===== src/verilog/mmc_defs.svh =====
`ifndef MMC_DEFS_SVH
`define MMC_DEFS_SVH

// Byte addresses on the register bus
`define MMC_CONTROL_ADDR      12'h0000
`define MMC_STATUS_ADDR       12'h0004
`define MMC_EVENT_ADDR        12'h0008

// Control register field positions
`define MMC_FULL_DUPLEX_BIT   0
`define MMC_GIG_BIT           7
`define MMC_IDLE_REQ_BIT      11
`define MMC_RXFIFO_PAUSE_BIT  12
`define MMC_OWNER_VAL_BIT     13
`define MMC_LEN_BLOCK_BIT     14
`define MMC_RMII_RATE_BIT     15
`define MMC_RMII_DUPLEX_BIT   16
`define MMC_GIG_FORCE_BIT     17
`define MMC_INBAND_SEL_BIT    18

// Writable bits of the control word; bits 6..1, 10..8 and 31..19 stay zero
`define MMC_CONTROL_MASK      32'h0007_F881
`define MMC_CONTROL_RESET     32'h0000_0000

// Status register field positions
`define MMC_ST_IDLE_BIT       0
`define MMC_ST_GIG_BIT        1
`define MMC_ST_FULL_BIT       2
`define MMC_ST_RMII_RATE_BIT  3

// Event register: write-one pulses
`define MMC_EV_EOP_BIT        0
`define MMC_EV_FIFO_TRIG_BIT  1

// Idle is reached once the datapath has been quiet this many cycles
`define MMC_IDLE_QUIET_CYC    4'h8

// AXI responses
`define MMC_RESP_OKAY         2'h0
`define MMC_RESP_SLVERR       2'h2

`endif


===== src/verilog/mmc_pkg.sv =====
package mmc_pkg;

  typedef enum logic [1:0] {
    MMC_BUS_IDLE = 2'h0,
    MMC_BUS_RESP = 2'h1
  } mmc_bus_type;

  typedef enum logic [1:0] {
    MMC_RUN      = 2'h0,
    MMC_DRAIN    = 2'h1,
    MMC_STOPPED  = 2'h3
  } mmc_idle_type;

endpackage

===== src/verilog/mmc_link_select.sv =====
`timescale 1ns/1ns
`include "mmc_defs.svh"

// Chooses link speed and duplex from in-band status or register bits
module mmc_link_select (
  input  wire logic mclk,
  input  wire logic rst,
  input  wire logic clkEn,
  input  wire logic inbandSel,
  input  wire logic inbandDuplex,
  input  wire logic inbandSpeed,
  input  wire logic regDuplex,
  input  wire logic regGig,
  input  wire logic stopped_clock_speed_force,
  output logic      linkGig,
  output logic      linkFull
);

  typedef struct packed {
    logic thousand_meg_select;
    logic full;
  } mmc_sel_type;

  mmc_sel_type st;
  mmc_sel_type next_st;

  always_comb begin
    next_st = st;
    if (inbandSel) begin
      next_st.thousand_meg_select  = inbandSpeed;
      next_st.full = inbandDuplex;
    end else begin
      // Forced mode: gig bit picks 1G, else 100M; no 10M path here
      next_st.thousand_meg_select  = regGig;
      next_st.full = regDuplex;
    end
    if (stopped_clock_speed_force) begin
      next_st.thousand_meg_select = 1'b1;
    end
    if (next_st.thousand_meg_select) begin
      next_st.full = 1'b1;
    end
  end

  always_ff @(posedge mclk or posedge rst) begin
    if (rst) begin
      st <= '0;
    end else if (clkEn) begin
      st <= next_st;
    end
  end

  assign linkGig  = st.thousand_meg_select;
  assign linkFull = st.full;

endmodule


===== src/verilog/mmc_mode_control.sv =====
`timescale 1ns/1ns
`include "mmc_defs.svh"

module mmc_mode_control (
  input  wire logic        mclk,
  input  wire logic        rst,
  input  wire logic        clkEn,
  // AXI4-Lite slave
  input  wire logic [11:0] s_axi_awaddr,
  input  wire logic        s_axi_awvalid,
  output logic             s_axi_awready,
  input  wire logic [31:0] s_axi_wdata,
  input  wire logic [3:0]  s_axi_wstrb,
  input  wire logic        s_axi_wvalid,
  output logic             s_axi_wready,
  output logic [1:0]       s_axi_bresp,
  output logic             s_axi_bvalid,
  input  wire logic        s_axi_bready,
  input  wire logic [11:0] s_axi_araddr,
  input  wire logic        s_axi_arvalid,
  output logic             s_axi_arready,
  output logic [31:0]      s_axi_rdata,
  output logic [1:0]       s_axi_rresp,
  output logic             s_axi_rvalid,
  input  wire logic        s_axi_rready,
  // PHY-side in-band status pins
  input  wire logic        inbandDuplexPin,
  input  wire logic        inbandSpeedPin,
  // Datapath requests
  input  wire logic        rxDescLenWriteReq,
  input  wire logic        rxEopReq,
  input  wire logic        rxFifoTrigger,
  input  wire logic        datapathBusy,
  // Mode outputs
  output logic             inbandReceiveEnable,
  output logic             linkGig,
  output logic             linkFullDuplex,
  output logic             rmiiFullDuplex,
  output logic             rmiiRate25m,
  output logic             rxDescLenWriteEn,
  output logic             rxOwnerWrite,
  output logic             rxOwnerValue,
  output logic             pauseFrameReq,
  output logic             idleCommand,
  output logic             idleReached
);

  typedef struct packed {
    logic [31:0]          ctrl;
    mmc_pkg::mmc_bus_type wrSt;
    mmc_pkg::mmc_bus_type rdSt;
    logic                 awHeld;
    logic [11:0]          awAddr;
    logic                 wHeld;
    logic [31:0]          wData;
    logic [3:0]           wStrb;
    logic [1:0]           bresp;
    logic [31:0]          rdata;
    logic [1:0]           rresp;
    logic [1:0]           dupSync;
    logic [1:0]           spdSync;
    mmc_pkg::mmc_idle_type idleSt;
    logic [3:0]           quietCnt;
    logic                 descLenEn;
    logic                 ownWr;
    logic                 ownVal;
    logic                 pause;
    logic                 swEop;
    logic                 swTrig;
  } mmc_state_type;

  mmc_state_type st;
  mmc_state_type next_st;
  logic          gigSel;
  logic          fullSel;
  logic [31:0]   statusWord;

  // Pin inputs pass two flops; only bit 1 is read onward
  mmc_link_select linkSel (
    .mclk         (mclk),
    .rst          (rst),
    .clkEn        (clkEn),
    .inbandSel    (st.ctrl[`MMC_INBAND_SEL_BIT]),
    .inbandDuplex (st.dupSync[1]),
    .inbandSpeed  (st.spdSync[1]),
    .regDuplex    (st.ctrl[`MMC_FULL_DUPLEX_BIT]),
    .regGig       (st.ctrl[`MMC_GIG_BIT]),
    .stopped_clock_speed_force     (st.ctrl[`MMC_GIG_FORCE_BIT]),
    .linkGig      (gigSel),
    .linkFull     (fullSel)
  );

  always_comb begin
    statusWord = 32'h0000_0000;
    statusWord[`MMC_ST_IDLE_BIT]      = (st.idleSt == mmc_pkg::MMC_STOPPED);
    statusWord[`MMC_ST_GIG_BIT]       = gigSel;
    statusWord[`MMC_ST_FULL_BIT]      = fullSel;
    statusWord[`MMC_ST_RMII_RATE_BIT] = st.ctrl[`MMC_RMII_RATE_BIT];
  end

  always_comb begin
    logic [31:0] merged;
    logic        eop;
    logic        trig;
    merged  = st.ctrl;
    eop     = 1'b0;
    trig    = 1'b0;
    next_st = st;
    next_st.swEop  = 1'b0;
    next_st.swTrig = 1'b0;
    next_st.dupSync = {st.dupSync[0], inbandDuplexPin};
    next_st.spdSync = {st.spdSync[0], inbandSpeedPin};

    // Write channel: address and data taken in either order
    if (s_axi_awvalid && s_axi_awready) begin
      next_st.awHeld = 1'b1;
      next_st.awAddr = s_axi_awaddr;
    end
    if (s_axi_wvalid && s_axi_wready) begin
      next_st.wHeld = 1'b1;
      next_st.wData = s_axi_wdata;
      next_st.wStrb = s_axi_wstrb;
    end
    case (st.wrSt)
      mmc_pkg::MMC_BUS_IDLE: begin
        if (st.awHeld && st.wHeld) begin
          next_st.awHeld = 1'b0;
          next_st.wHeld  = 1'b0;
          next_st.wrSt   = mmc_pkg::MMC_BUS_RESP;
          next_st.bresp  = `MMC_RESP_OKAY;
          if (st.awAddr == `MMC_CONTROL_ADDR) begin
            for (int i = 0; i < 4; i++) begin
              if (st.wStrb[i]) begin
                merged[i*8 +: 8] = st.wData[i*8 +: 8];
              end
            end
            // Reserved bits never take a written one
            next_st.ctrl = merged & `MMC_CONTROL_MASK;
          end else if (st.awAddr == `MMC_EVENT_ADDR) begin
            next_st.swEop  = st.wStrb[0] & st.wData[`MMC_EV_EOP_BIT];
            next_st.swTrig = st.wStrb[0] & st.wData[`MMC_EV_FIFO_TRIG_BIT];
          end else if (st.awAddr != `MMC_STATUS_ADDR) begin
            next_st.bresp = `MMC_RESP_SLVERR;
          end
        end
      end
      mmc_pkg::MMC_BUS_RESP: begin
        if (s_axi_bready) begin
          next_st.wrSt = mmc_pkg::MMC_BUS_IDLE;
        end
      end
      default: begin
        next_st.wrSt = mmc_pkg::MMC_BUS_IDLE;
      end
    endcase

    // Read channel
    case (st.rdSt)
      mmc_pkg::MMC_BUS_IDLE: begin
        if (s_axi_arvalid) begin
          next_st.rdSt  = mmc_pkg::MMC_BUS_RESP;
          next_st.rresp = `MMC_RESP_OKAY;
          next_st.rdata = 32'h0000_0000;
          if (s_axi_araddr == `MMC_CONTROL_ADDR) begin
            next_st.rdata = st.ctrl;
          end else if (s_axi_araddr == `MMC_STATUS_ADDR) begin
            next_st.rdata = statusWord;
          end else if (s_axi_araddr != `MMC_EVENT_ADDR) begin
            next_st.rresp = `MMC_RESP_SLVERR;
          end
        end
      end
      mmc_pkg::MMC_BUS_RESP: begin
        if (s_axi_rready) begin
          next_st.rdSt = mmc_pkg::MMC_BUS_IDLE;
        end
      end
      default: begin
        next_st.rdSt = mmc_pkg::MMC_BUS_IDLE;
      end
    endcase

    // Descriptor write-back controls
    eop  = rxEopReq | st.swEop;
    trig = rxFifoTrigger | st.swTrig;
    next_st.descLenEn = rxDescLenWriteReq & ~st.ctrl[`MMC_LEN_BLOCK_BIT];
    next_st.ownWr     = eop;
    if (eop) begin
      next_st.ownVal = st.ctrl[`MMC_OWNER_VAL_BIT];
    end
    // Pause frames only in full duplex and only when enabled
    next_st.pause = trig & st.ctrl[`MMC_RXFIFO_PAUSE_BIT] & fullSel;

    // Idle: wait for the datapath to go quiet before reporting idle
    case (st.idleSt)
      mmc_pkg::MMC_RUN: begin
        next_st.quietCnt = 4'h0;
        if (st.ctrl[`MMC_IDLE_REQ_BIT]) begin
          next_st.idleSt = mmc_pkg::MMC_DRAIN;
        end
      end
      mmc_pkg::MMC_DRAIN: begin
        if (!st.ctrl[`MMC_IDLE_REQ_BIT]) begin
          next_st.idleSt = mmc_pkg::MMC_RUN;
        end else if (datapathBusy) begin
          next_st.quietCnt = 4'h0;
        end else if (st.quietCnt == `MMC_IDLE_QUIET_CYC - 4'h1) begin
          next_st.idleSt = mmc_pkg::MMC_STOPPED;
        end else begin
          next_st.quietCnt = st.quietCnt + 4'h1;
        end
      end
      mmc_pkg::MMC_STOPPED: begin
        if (!st.ctrl[`MMC_IDLE_REQ_BIT]) begin
          next_st.idleSt = mmc_pkg::MMC_RUN;
        end
      end
      default: begin
        next_st.idleSt = mmc_pkg::MMC_RUN;
      end
    endcase
  end

  always_ff @(posedge mclk or posedge rst) begin
    if (rst) begin
      st <= '0;
    end else if (clkEn) begin
      st <= next_st;
    end
  end

  // Each channel is accepted only while nothing of its kind is pending
  assign s_axi_awready = ~st.awHeld & (st.wrSt == mmc_pkg::MMC_BUS_IDLE);
  assign s_axi_wready  = ~st.wHeld & (st.wrSt == mmc_pkg::MMC_BUS_IDLE);
  assign s_axi_bvalid  = (st.wrSt == mmc_pkg::MMC_BUS_RESP);
  assign s_axi_bresp   = st.bresp;
  assign s_axi_arready = (st.rdSt == mmc_pkg::MMC_BUS_IDLE);
  assign s_axi_rvalid  = (st.rdSt == mmc_pkg::MMC_BUS_RESP);
  assign s_axi_rdata   = st.rdata;
  assign s_axi_rresp   = st.rresp;

  assign inbandReceiveEnable = st.ctrl[`MMC_INBAND_SEL_BIT];
  assign linkGig             = gigSel;
  assign linkFullDuplex      = fullSel;
  // Half duplex is not built; the bit is only passed on
  assign rmiiFullDuplex      = st.ctrl[`MMC_RMII_DUPLEX_BIT];
  assign rmiiRate25m         = st.ctrl[`MMC_RMII_RATE_BIT];
  assign rxDescLenWriteEn    = st.descLenEn;
  assign rxOwnerWrite        = st.ownWr;
  assign rxOwnerValue        = st.ownVal;
  assign pauseFrameReq       = st.pause;
  assign idleCommand         = st.ctrl[`MMC_IDLE_REQ_BIT];
  assign idleReached         = (st.idleSt == mmc_pkg::MMC_STOPPED);

endmodule


===== config.mk =====
export PLATFORM = sky130hd
export DESIGN_NAME = mmc_mode_control
export DESIGN_NICKNAME = d
export VERILOG_FILES = /design/src/verilog/mmc_pkg.sv /design/src/verilog/mmc_link_select.sv /design/src/verilog/mmc_mode_control.sv
export VERILOG_INCLUDE_DIRS = /design/src /design/src/verilog
export SDC_FILE = /design/constraint.sdc
export NUM_CORES = 1
export LEC_CHECK = 0
export BUFFER_PORTS_ARGS = -buffer_cell sky130_fd_sc_hd__buf_2
export CAP_MARGIN = 5
export CORE_MARGIN = 2
export CORE_UTILIZATION = 40
export CTS_BUF_LIST = sky130_fd_sc_hd__clkbuf_8
export CTS_CLUSTER_DIAMETER = 80
export DETAILED_ROUTE_END_ITERATION = 12
export PLACE_DENSITY = 0.71
export SLEW_MARGIN = 20
export SYNTH_ARGS = -nofsm -noshare
export SYNTH_HDL_FRONTEND = slang
export SYNTH_SLANG_ARGS = --single-unit
export TNS_END_PERCENT = 20

===== constraint.sdc =====
create_clock -name mclk -period 2.77 [get_ports mclk]
set_input_delay 0.4155 -clock mclk [delete_from_list [all_inputs] [get_ports mclk]]
set_output_delay 0.4155 -clock mclk [all_outputs]
set_load 0.02 [all_outputs]

== After elaboration in Yosys (flattened, before gate mapping) ==
Index checks and enable logic that the tools add are counted.
Widths: inputs -> output; s select.

* Word-level logic and storage cells: 115
* Flip-flop bits (word level): 118
* Input port bits: 74
* Output and inout port bits: 52

* Eq/ne operators: 19
* Bitwise operators: 12
* Add/sub/neg operators: 1
* Reductions and logical operators: 21
* Muxes and demuxes: 37

{| class="wikitable"
|+ Operators by type and width
! kind !! count
|-
| $mux 2 || 20
|-
| $mux 37 || 1
|-
| $logic_not 12->1 || 2
|-
| $reduce_and 5->1 || 4
|-
| $mux 19 || 1
|-
| $mux 4 || 4
|-
| $mux 13 || 1
|-
| $eq 12x3->1 const B || 1
|-
| $eq 12x4->1 const B || 1
|-
| $ne 12x3->1 const B || 1
|-
| $ne 12x4->1 const B || 1
|-
| $reduce_and 3->1 || 4
|-
| $ne 2x2->1 const B || 5
|-
| $ne 3x3->1 const B || 3
|-
| $pmux 2 s2 || 2
|-
| $pmux 4 s2 || 1
|-
| $and 1x1->1 || 7
|-
| $eq 2x1->1 const B || 3
|-
| $logic_not 2->1 || 3
|-
| $mux 1 || 6
|-
| $pmux 2 s3 || 1
|-
| $reduce_and 2->1 || 3
|-
| $add 4x1->4 const B || 1
|-
| $eq 4x3->1 const B || 1
|-
| 7 further kinds || 13
|}

== Logic depth before layout (Yosys ltp) ==
Gate-level depths: netlist of run 1.

* Depth after elaboration: 6
* Mapped depth: 6
* Mapped depth without buffers: 5

== Modules after synthesis ==
A second synthesis of run 1 with hierarchy kept.

* Cell total of the unflattened synthesis: 264
* Area total of the unflattened synthesis: 3309.4 µm²

{| class="wikitable"
|+ Modules (own cells, without submodules)
! module !! cells an instance !! times used !! seq. area each (µm²) !! area an instance (µm²)
|-
| mmc_mode_control || 254 || 1 || 1776.7 || 3210.6
|-
| mmc_link_select || 10 || 1 || 50.0 || 98.8
|}

== Worst setup path before layout of run 1 ==
Ideal clock, no wire load.

* Path type: reg-to-reg
* Start: register st[89] (netlist bit)
* End: register st (netlist bit inbandReceiveEnable)
* Period minus slack after synthesis: 1791 ps
* Arrival: 1666 ps
* Library setup time: 125 ps
* Slack: 979 ps
* Cell stages (with the launch flop): 5
* Data required time: 2645 ps
* Path buffers: 0
* Path through: dfrtp_1 > or4_4 > nor4_4 > nand3_1 > mux2_2

* Word-level cells in the longest chain between the ends: 2

{| class="wikitable"
|+ Ends and longest elaborated chain
! item !! line !! source
|-
| from (decl) || mmc_mode_control.sv:72 || <nowiki>mmc_state_type st;</nowiki>
|-
| from (signal assigned) || mmc_mode_control.sv:228 || <nowiki>st <= next_st;</nowiki>
|-
| $logic_not 12->1 (no source line) || -- ||
|-
| $reduce_and 5->1 (no source line) || -- ||
|}

No other way between the ends.
A chain may end at the register's enable or synchronous reset.

== Worst setup path in the final report of run 1 ==
* Start: register st[89] (netlist bit)
* End: register st (netlist bit rmiiFullDuplex)

Same word-level chain as after synthesis.

==> results.md, run 1 <==
- Mapped Area: 0.00331 mm²
- Setup CP Type: reg -> reg
- RSZ-0062 raised after global routing: no
- Setup TNS Final: 0 ns
- Worst-path maximum fanout: 5
- Number of global-route vias before repair: about 2200
- Yosys cell types: 41
- Crit. End Element: flip-flop
- Row Count: 33
- Post-CTS resize count: 0
- Clock Pin Slew Worst Setup and Hold Paths: 0.08 ns
- Worst path required time: roughly 3 ns
- Register area share after synthesis: 55.3%
- Post-route insts no fill: between 400 and 500
- Via density: 4.86
- Buffers on Ports: 82
- DRC viols: 0
- Met2 WL: 3310 µm
- Slew @ Worst Pin: 0.784 ns
- Commonest non-fill, non-tap cell in the layout: buf_2
- Xor/xnor share of the synthesized area: 0%
- Area growth syn-to-layout: 16.9%
- Worst Reg-to-Reg Cells: 4
- Final Power: approximately 2.9 mW
- Setup crit start kind: flip-flop
- Largest family of logic cells by synthesized area: multiplexers
- Top sig layer: met4
- Cts-stage hold buffer count: 0
- Maximum VDD drop: 0.000437 V
- Commonest cells after routing, fill and taps aside: buf_2 (82), dfrtp_1 (73), mux2_2 (42), nand2_1 (31), conb_1 (21)
- CTS tree: yes
- Die Span Y: 94.9 µm
- Yosys warning count: 0
- Fin. max-slew vios: 0
- Leak: around 1.9 nW
- Int Power: slightly above 2 mW
- Avg Cell Area, Syn: 11.7 µm²
- RD Place Congestion: 0.740
- Simple-Gate Fraction of Synth Area: 11.4%
- PwrDens: approximately 740 mW/mm²
- Max Freq: 0.500 GHz
- Nets: 431
- Post-synthesis mux area share: 15.5%
- Initial antenna violation count: 0
- Synth Register Bits: 73
- Crit path arrival time: ~2.2 ns
- Top FF cell, synth: dfrtp_1
- Synth Instances: 283
- Post-synth EDFFs: 0
- Status: completed
- Max-cap violations: 0
- Global Route Usage Sum: 16.1%
- IO Pins: 126
- Clk Latency, worst-skew pair: approximately 0.34 ns
- Final period utilization: roughly 72%
- Final Util: 47.7%
- Compound-Gate Fraction of Synth Area: 7.19%
- Sequential power share: 51.3%
- Chip width: 94.9 µm
- DIE AREA: 0.00901 mm²
- First-pass GRT wire length: roughly 11000 µm
- Hold Slack: 0.216 ns
- DR vias: 2265
- Clock network power share: 29.2%
- GRT overflow: 0
- Initial DRC Count: 64
- Largest net degree at the start of global routing: 39
- CTS buffer count: 9
- Max clock buf depth: 2
- H-tree level count: 3
- Slew headroom: 47.7%
- Post-Route Skew: 0.0105 ns
- Ys async rst share: 100%
- Drt pass-1 iters: 4
- Cells after DPL: 450
- Final WL: 6650 µm
- Post-CTS Setup Bufs: 0
- Root Buffer: clkbuf_8
- Final Hold Viols: 0
- Post-DP HPWL: 4990 µm
- Psw: 837 µW
- Routed Antenna Nets: 0
- Met3 Wirelength: between 400 and 500 µm
- Area of the core: about 0.0081 mm²
- Initial Util: 40.8%
- Fraction of power spent switching nets: 29.1%
- Gate power share: 19.5%
- Min cycle time layout: 2.00 ns
- Avg WL per Cell: 14.3 µm
- Diodes inserted: 0
- Setup-failing EPs final: 0
- Fraction of layout cells with a size suffix above 1: 41.3%
- Adder-Cell Fraction of Synth Area: 0.379%
- M1 WL: 2840 µm
- Clock Sink Count: 73
- Type of the worst min-delay path: in -> async
metal layers:
| metal | GRT usage [%] | vias to the layer above |
|---|---|---|
| met1 | 20.1 | 1108 |
| met3 | 4.47 | 9 |
| met2 | 27.1 | 78 |
| met4 | 5.19 | 0 |
| li1 | - | 1070 |
| met5 | 0 | - |
worst max-delay path, stage by stage (launching register included):
cell,delay [ns]
dfrtp_1,0.38
or4_4,0.54
nor4_4,0.35
nand3_1,0.26
mux2_2,0.34
metrics by stage:
stage / setup slack, ns / area (µm²)
after floorplan: 0.501 / 3380
after global placement: 0.776 / 3660
after detailed placement: 0.747 / 3660
after CTS: 0.742 / 3860
after global routing: 0.627 / 3860
final: 0.770 / 3860
cell type report:
| cell class | instances | area [µm²] |
|---|---|---|
| Fill cell | 778 | 4230 |
| Sequential cell | 73 | 1830 |
| Multi-Input combinational cell | 177 | 1220 |
| Timing Repair Buffer | 85 | 445 |
| Clock buffer | 10 | 138 |
| Tap cell | 105 | 131 |
| Clock inverter | 6 | 67.6 |
| Inverter | 10 | 37.5 |
cell families (layout without fill, tap and decap cells):
family | count (synthesis) | after routing
and+or+nand+nor | 72 | 72
other | 1 | 21
adders and majority gates | 1 | 1
DFF | 73 | 73
muxes | 46 | 46
AOI/OAI and AO/OA | 37 | 37
buffers and inverters | 53 | 111
synth_stat cells (all sizes together) (5+ instances only):
| master | n | area (µm²) |
|---|---|---|
| a21oi | 14 | 70.1 |
| buf | 38 | 280 |
| clkbuf | 5 | 18.8 |
| dfrtp | 73 | 1830 |
| inv | 10 | 37.5 |
| mux2 | 42 | 473 |
| nand2 | 31 | 116 |
| nand3 | 6 | 35.0 |
| nor2 | 14 | 52.6 |
| o21ai | 7 | 35.0 |
state kept, by name, summed over array words and instances (netlist names):
signal	cells
next_st	2
pauseFrameReq	1
rxDescLenWriteEn	1
s_axi_rresp	1
rmiiRate25m	1
rxOwnerValue	1
linkSel.linkFull	1
s_axi_bresp	1
rmiiFullDuplex	1
st	46
linkSel.linkGig	1
rxOwnerWrite	1
idleCommand	1
inbandReceiveEnable	1
s_axi_rdata	13
final timing paths:
kind / from / end / slack [ns]
worst max-delay path: st[89] / rmiiFullDuplex / 0.77
worst min-delay path: rst / rxDescLenWriteEn / 0.22
worst max register to register: st[89] / rmiiFullDuplex / 0.77
worst min register to register: s_axi_rdata[0] / s_axi_rdata[0] / 0.48
max in group asynchronous: rst / st[67] / 1.89
min in group mclk: rxDescLenWriteReq / rxDescLenWriteEn / 0.29
power groups by stage:
stage                     logic [mW]  registers, mW  clock network [mW]
after global placement         0.550           1.48                   0
after floorplan                0.448           1.46                   0
after global routing           0.623           1.51               0.920
after CTS                      0.574           1.48               0.867
final                          0.561           1.47               0.840
after detailed placement       0.571           1.50                   0
Note: power is estimated with default switching activity, not from simulation.
==> inputs of run 2 (changes only) <==
- PLACE_DENSITY: 0.71 -> 0.74
- clock period: 2.77 -> 1.75 ns (I/O delays scaled with it)
==> run 2 against run 1 <==
  * The flow now finishes with violations (negative setup slack)
  * Largest power group unchanged
  * Combinational power increased by 66%
  * Sequential share of layout area fell by 1.3 points
  * Flip-flop and latch count is the same
==> results.md, run 2 (synthesis results as in run 1) <==
- Chip width: approximately 95 µm
- Worst Hold End: rxDescLenWriteEn
- Root Buffer: clkbuf_8
- Crit. End Element: flip-flop
- Largest register FFs: 46
- Final WL: roughly 6600 µm
- Setup crit start kind: flip-flop
- Number of global-route vias before repair: 2267
- Fin. max-slew vios: 0
- Avg WL per Cell: 13.8 µm
- First-pass GRT wire length: between 10000 and 15000 µm
- Area growth syn-to-layout: 20.3%
- Setup ws final: -0.0711 ns
- Post-DP Area: 0.00371 mm²
- Worst Reg-to-Reg Cells: 5
- Post-route cell area: ~0.0040 mm²
- Top reg by flops: st
- Worst hold stages: 2
- Crit path arrival time: 2.04 ns
- Commonest cells after routing, fill and taps aside: buf_2 (82), dfrtp_1 (73), mux2_2 (42), nand2_1 (31), conb_1 (21)
- Post-Route Skew: 0.00669 ns
- Max clock buf depth: 2
- IO Pins: 126
- Nets: 441
- Crit path largest cell delay: 0.54 ns
- RSZ-0062 raised after global routing: yes
- Slowest cell on crit path: or4_4
- Routed Antenna Nets: 0
- Setup CP Type: reg -> reg
- Worst reg2reg setup slack: -0.07 ns
- DR vias: 2294
- Area of the core: 0.00809 mm²
- Commonest non-fill, non-tap cell in the layout: buf_2
- Via density: 4.82
- Maximum VDD drop: 0.000716 V
- Fraction of layout cells with a size suffix above 1: about 43%
- Leak: 1.94 nW
- Final Util: 49.1%
- Buffers on Ports: 82
- Max Freq: 0.549 GHz
- Clk Latency, worst-skew pair: 0.34 ns
- Drt pass-1 iters: 4
- DIE AREA: 0.00901 mm²
- Worst-path maximum fanout: 5
- Slew headroom: 58.1%
- Worst reg2reg path endpoint: st[120]
- Crit-path cells: or4_4, nor4_4, buf_6, nand3_4, mux2_2
- Status: finished with violations
- Final Hold Viols: 0
- PwrDens: 1160 mW/mm²
- CTS buffer count: 9
- Diodes inserted: 0
- Slew @ Worst Pin: 0.626 ns
- Initial antenna violation count: 0
- Global Route Usage Sum: roughly 16%
- Post-DP HPWL: 5100 µm
- HP Start: rxDescLenWriteReq
- Clock Sink Count: 73
- Die Span Y: 94.9 µm
- Final period utilization: 104%
- Row Count: 33
- Initial Util: 40.8%
- H-tree level count: 3
- Worst path required time: 1.97 ns
- DRC viols: 0
- Clock Pin Slew Worst Setup and Hold Paths: 0.08 ns
- Largest net degree at the start of global routing: 29
- Type of the worst min-delay path: in -> reg
- RD Place Congestion: 0.746
- CTS tree: yes
- Min cycle time layout: 1.82 ns
- Failing checks: negative setup slack
- Setup-failing EPs final: 10
- GRT overflow: 0
- Max-cap violations: 0
- Initial DRC Count: 113
- RR Startpoint: st[89]
==> run 2: cell count changes in the layout (fill, tap and decap cells not counted), sizes merged <==
cell / previous run / this run
buf: 85 / 94
clkinv: 3 / 1
clkinvlp: 2 / 4
dlygate4sd3: 0 / 1
==> run 2: critical path: cells and delay by family (launching register included) <==
kind	cells	cell delay, ns
flip-flops	1	0.38
buffers and inverters	1	0.17
AND/OR/NAND/NOR	3	0.88
multiplexers	1	0.28
==> run 2: worst max path at each step <==
stage,from,endpoint,slack (ns),cells after the start
detailed placement,st[89],rmiiFullDuplex,-0.24,4
global placement,st[89],st[123],-0.20,4
CTS,st[98],rmiiRate25m,-0.09,5
global route,st[89],st[118],-0.14,5
floorplan,st[89],inbandReceiveEnable,-0.04,4
finish,st[89],st[120],-0.07,5
==> run 2: where the power goes <==
group | switching [mW] | internal (mW) | total [mW] | leakage, nW
combinational | 0.443 | 0.488 | 0.931 | 0.913
clock | 0.624 | 0.699 | 1.32 | 0.0949
sequential | 0.281 | 2.07 | 2.35 | 0.933
total | 1.35 | 3.26 | 4.61 | 1.94
==> run 2: final cells by class <==
type                            count  area (µm²)
Clock buffer                       10         138
Clock inverter                      6        66.3
Fill cell                         752        4120
Inverter                           10        41.3
Multi-Input combinational cell    177        1250
Sequential cell                    73        1830
Tap cell                          105         131
Timing Repair Buffer               95         527
==> run 2: repair_timing <==
action,4_1_cts,5_1_grt
hold endpoints to repair,3,0
pin swaps,4,3
resized for setup,6,1
hold buffers,1,0
gates cloned,0,0
endpoints found under the setup margin,10,13
setup buffers,2,0
==> run 2: per-layer routing <==
layer / up-vias / track usage, % / wire length (µm)
met1: 1112 / 19.9 / 2870
met2: 86 / 25.6 / 3170
met5: - / 0 / 0
met4: 0 / 6.04 / 70
met3: 8 / 4.63 / 437
li1: 1088 / - / -
==> run 2: metrics by stage <==
step | total power, mW | hold slack [ns] | setup slack, ns | TNS, ns | instances
after floorplan | 3.03 | 0.395 | -0.0412 | -0.320 | 303
final | 4.61 | 0.141 | -0.0711 | -0.566 | 476
after detailed placement | 3.30 | 0.379 | -0.245 | -1.83 | 457
after global placement | 3.24 | 0.374 | -0.199 | -1.55 | 457
after CTS | 4.67 | 0.124 | -0.0920 | -0.793 | 476
after global routing | 4.88 | 0.121 | -0.137 | -1.24 | 476
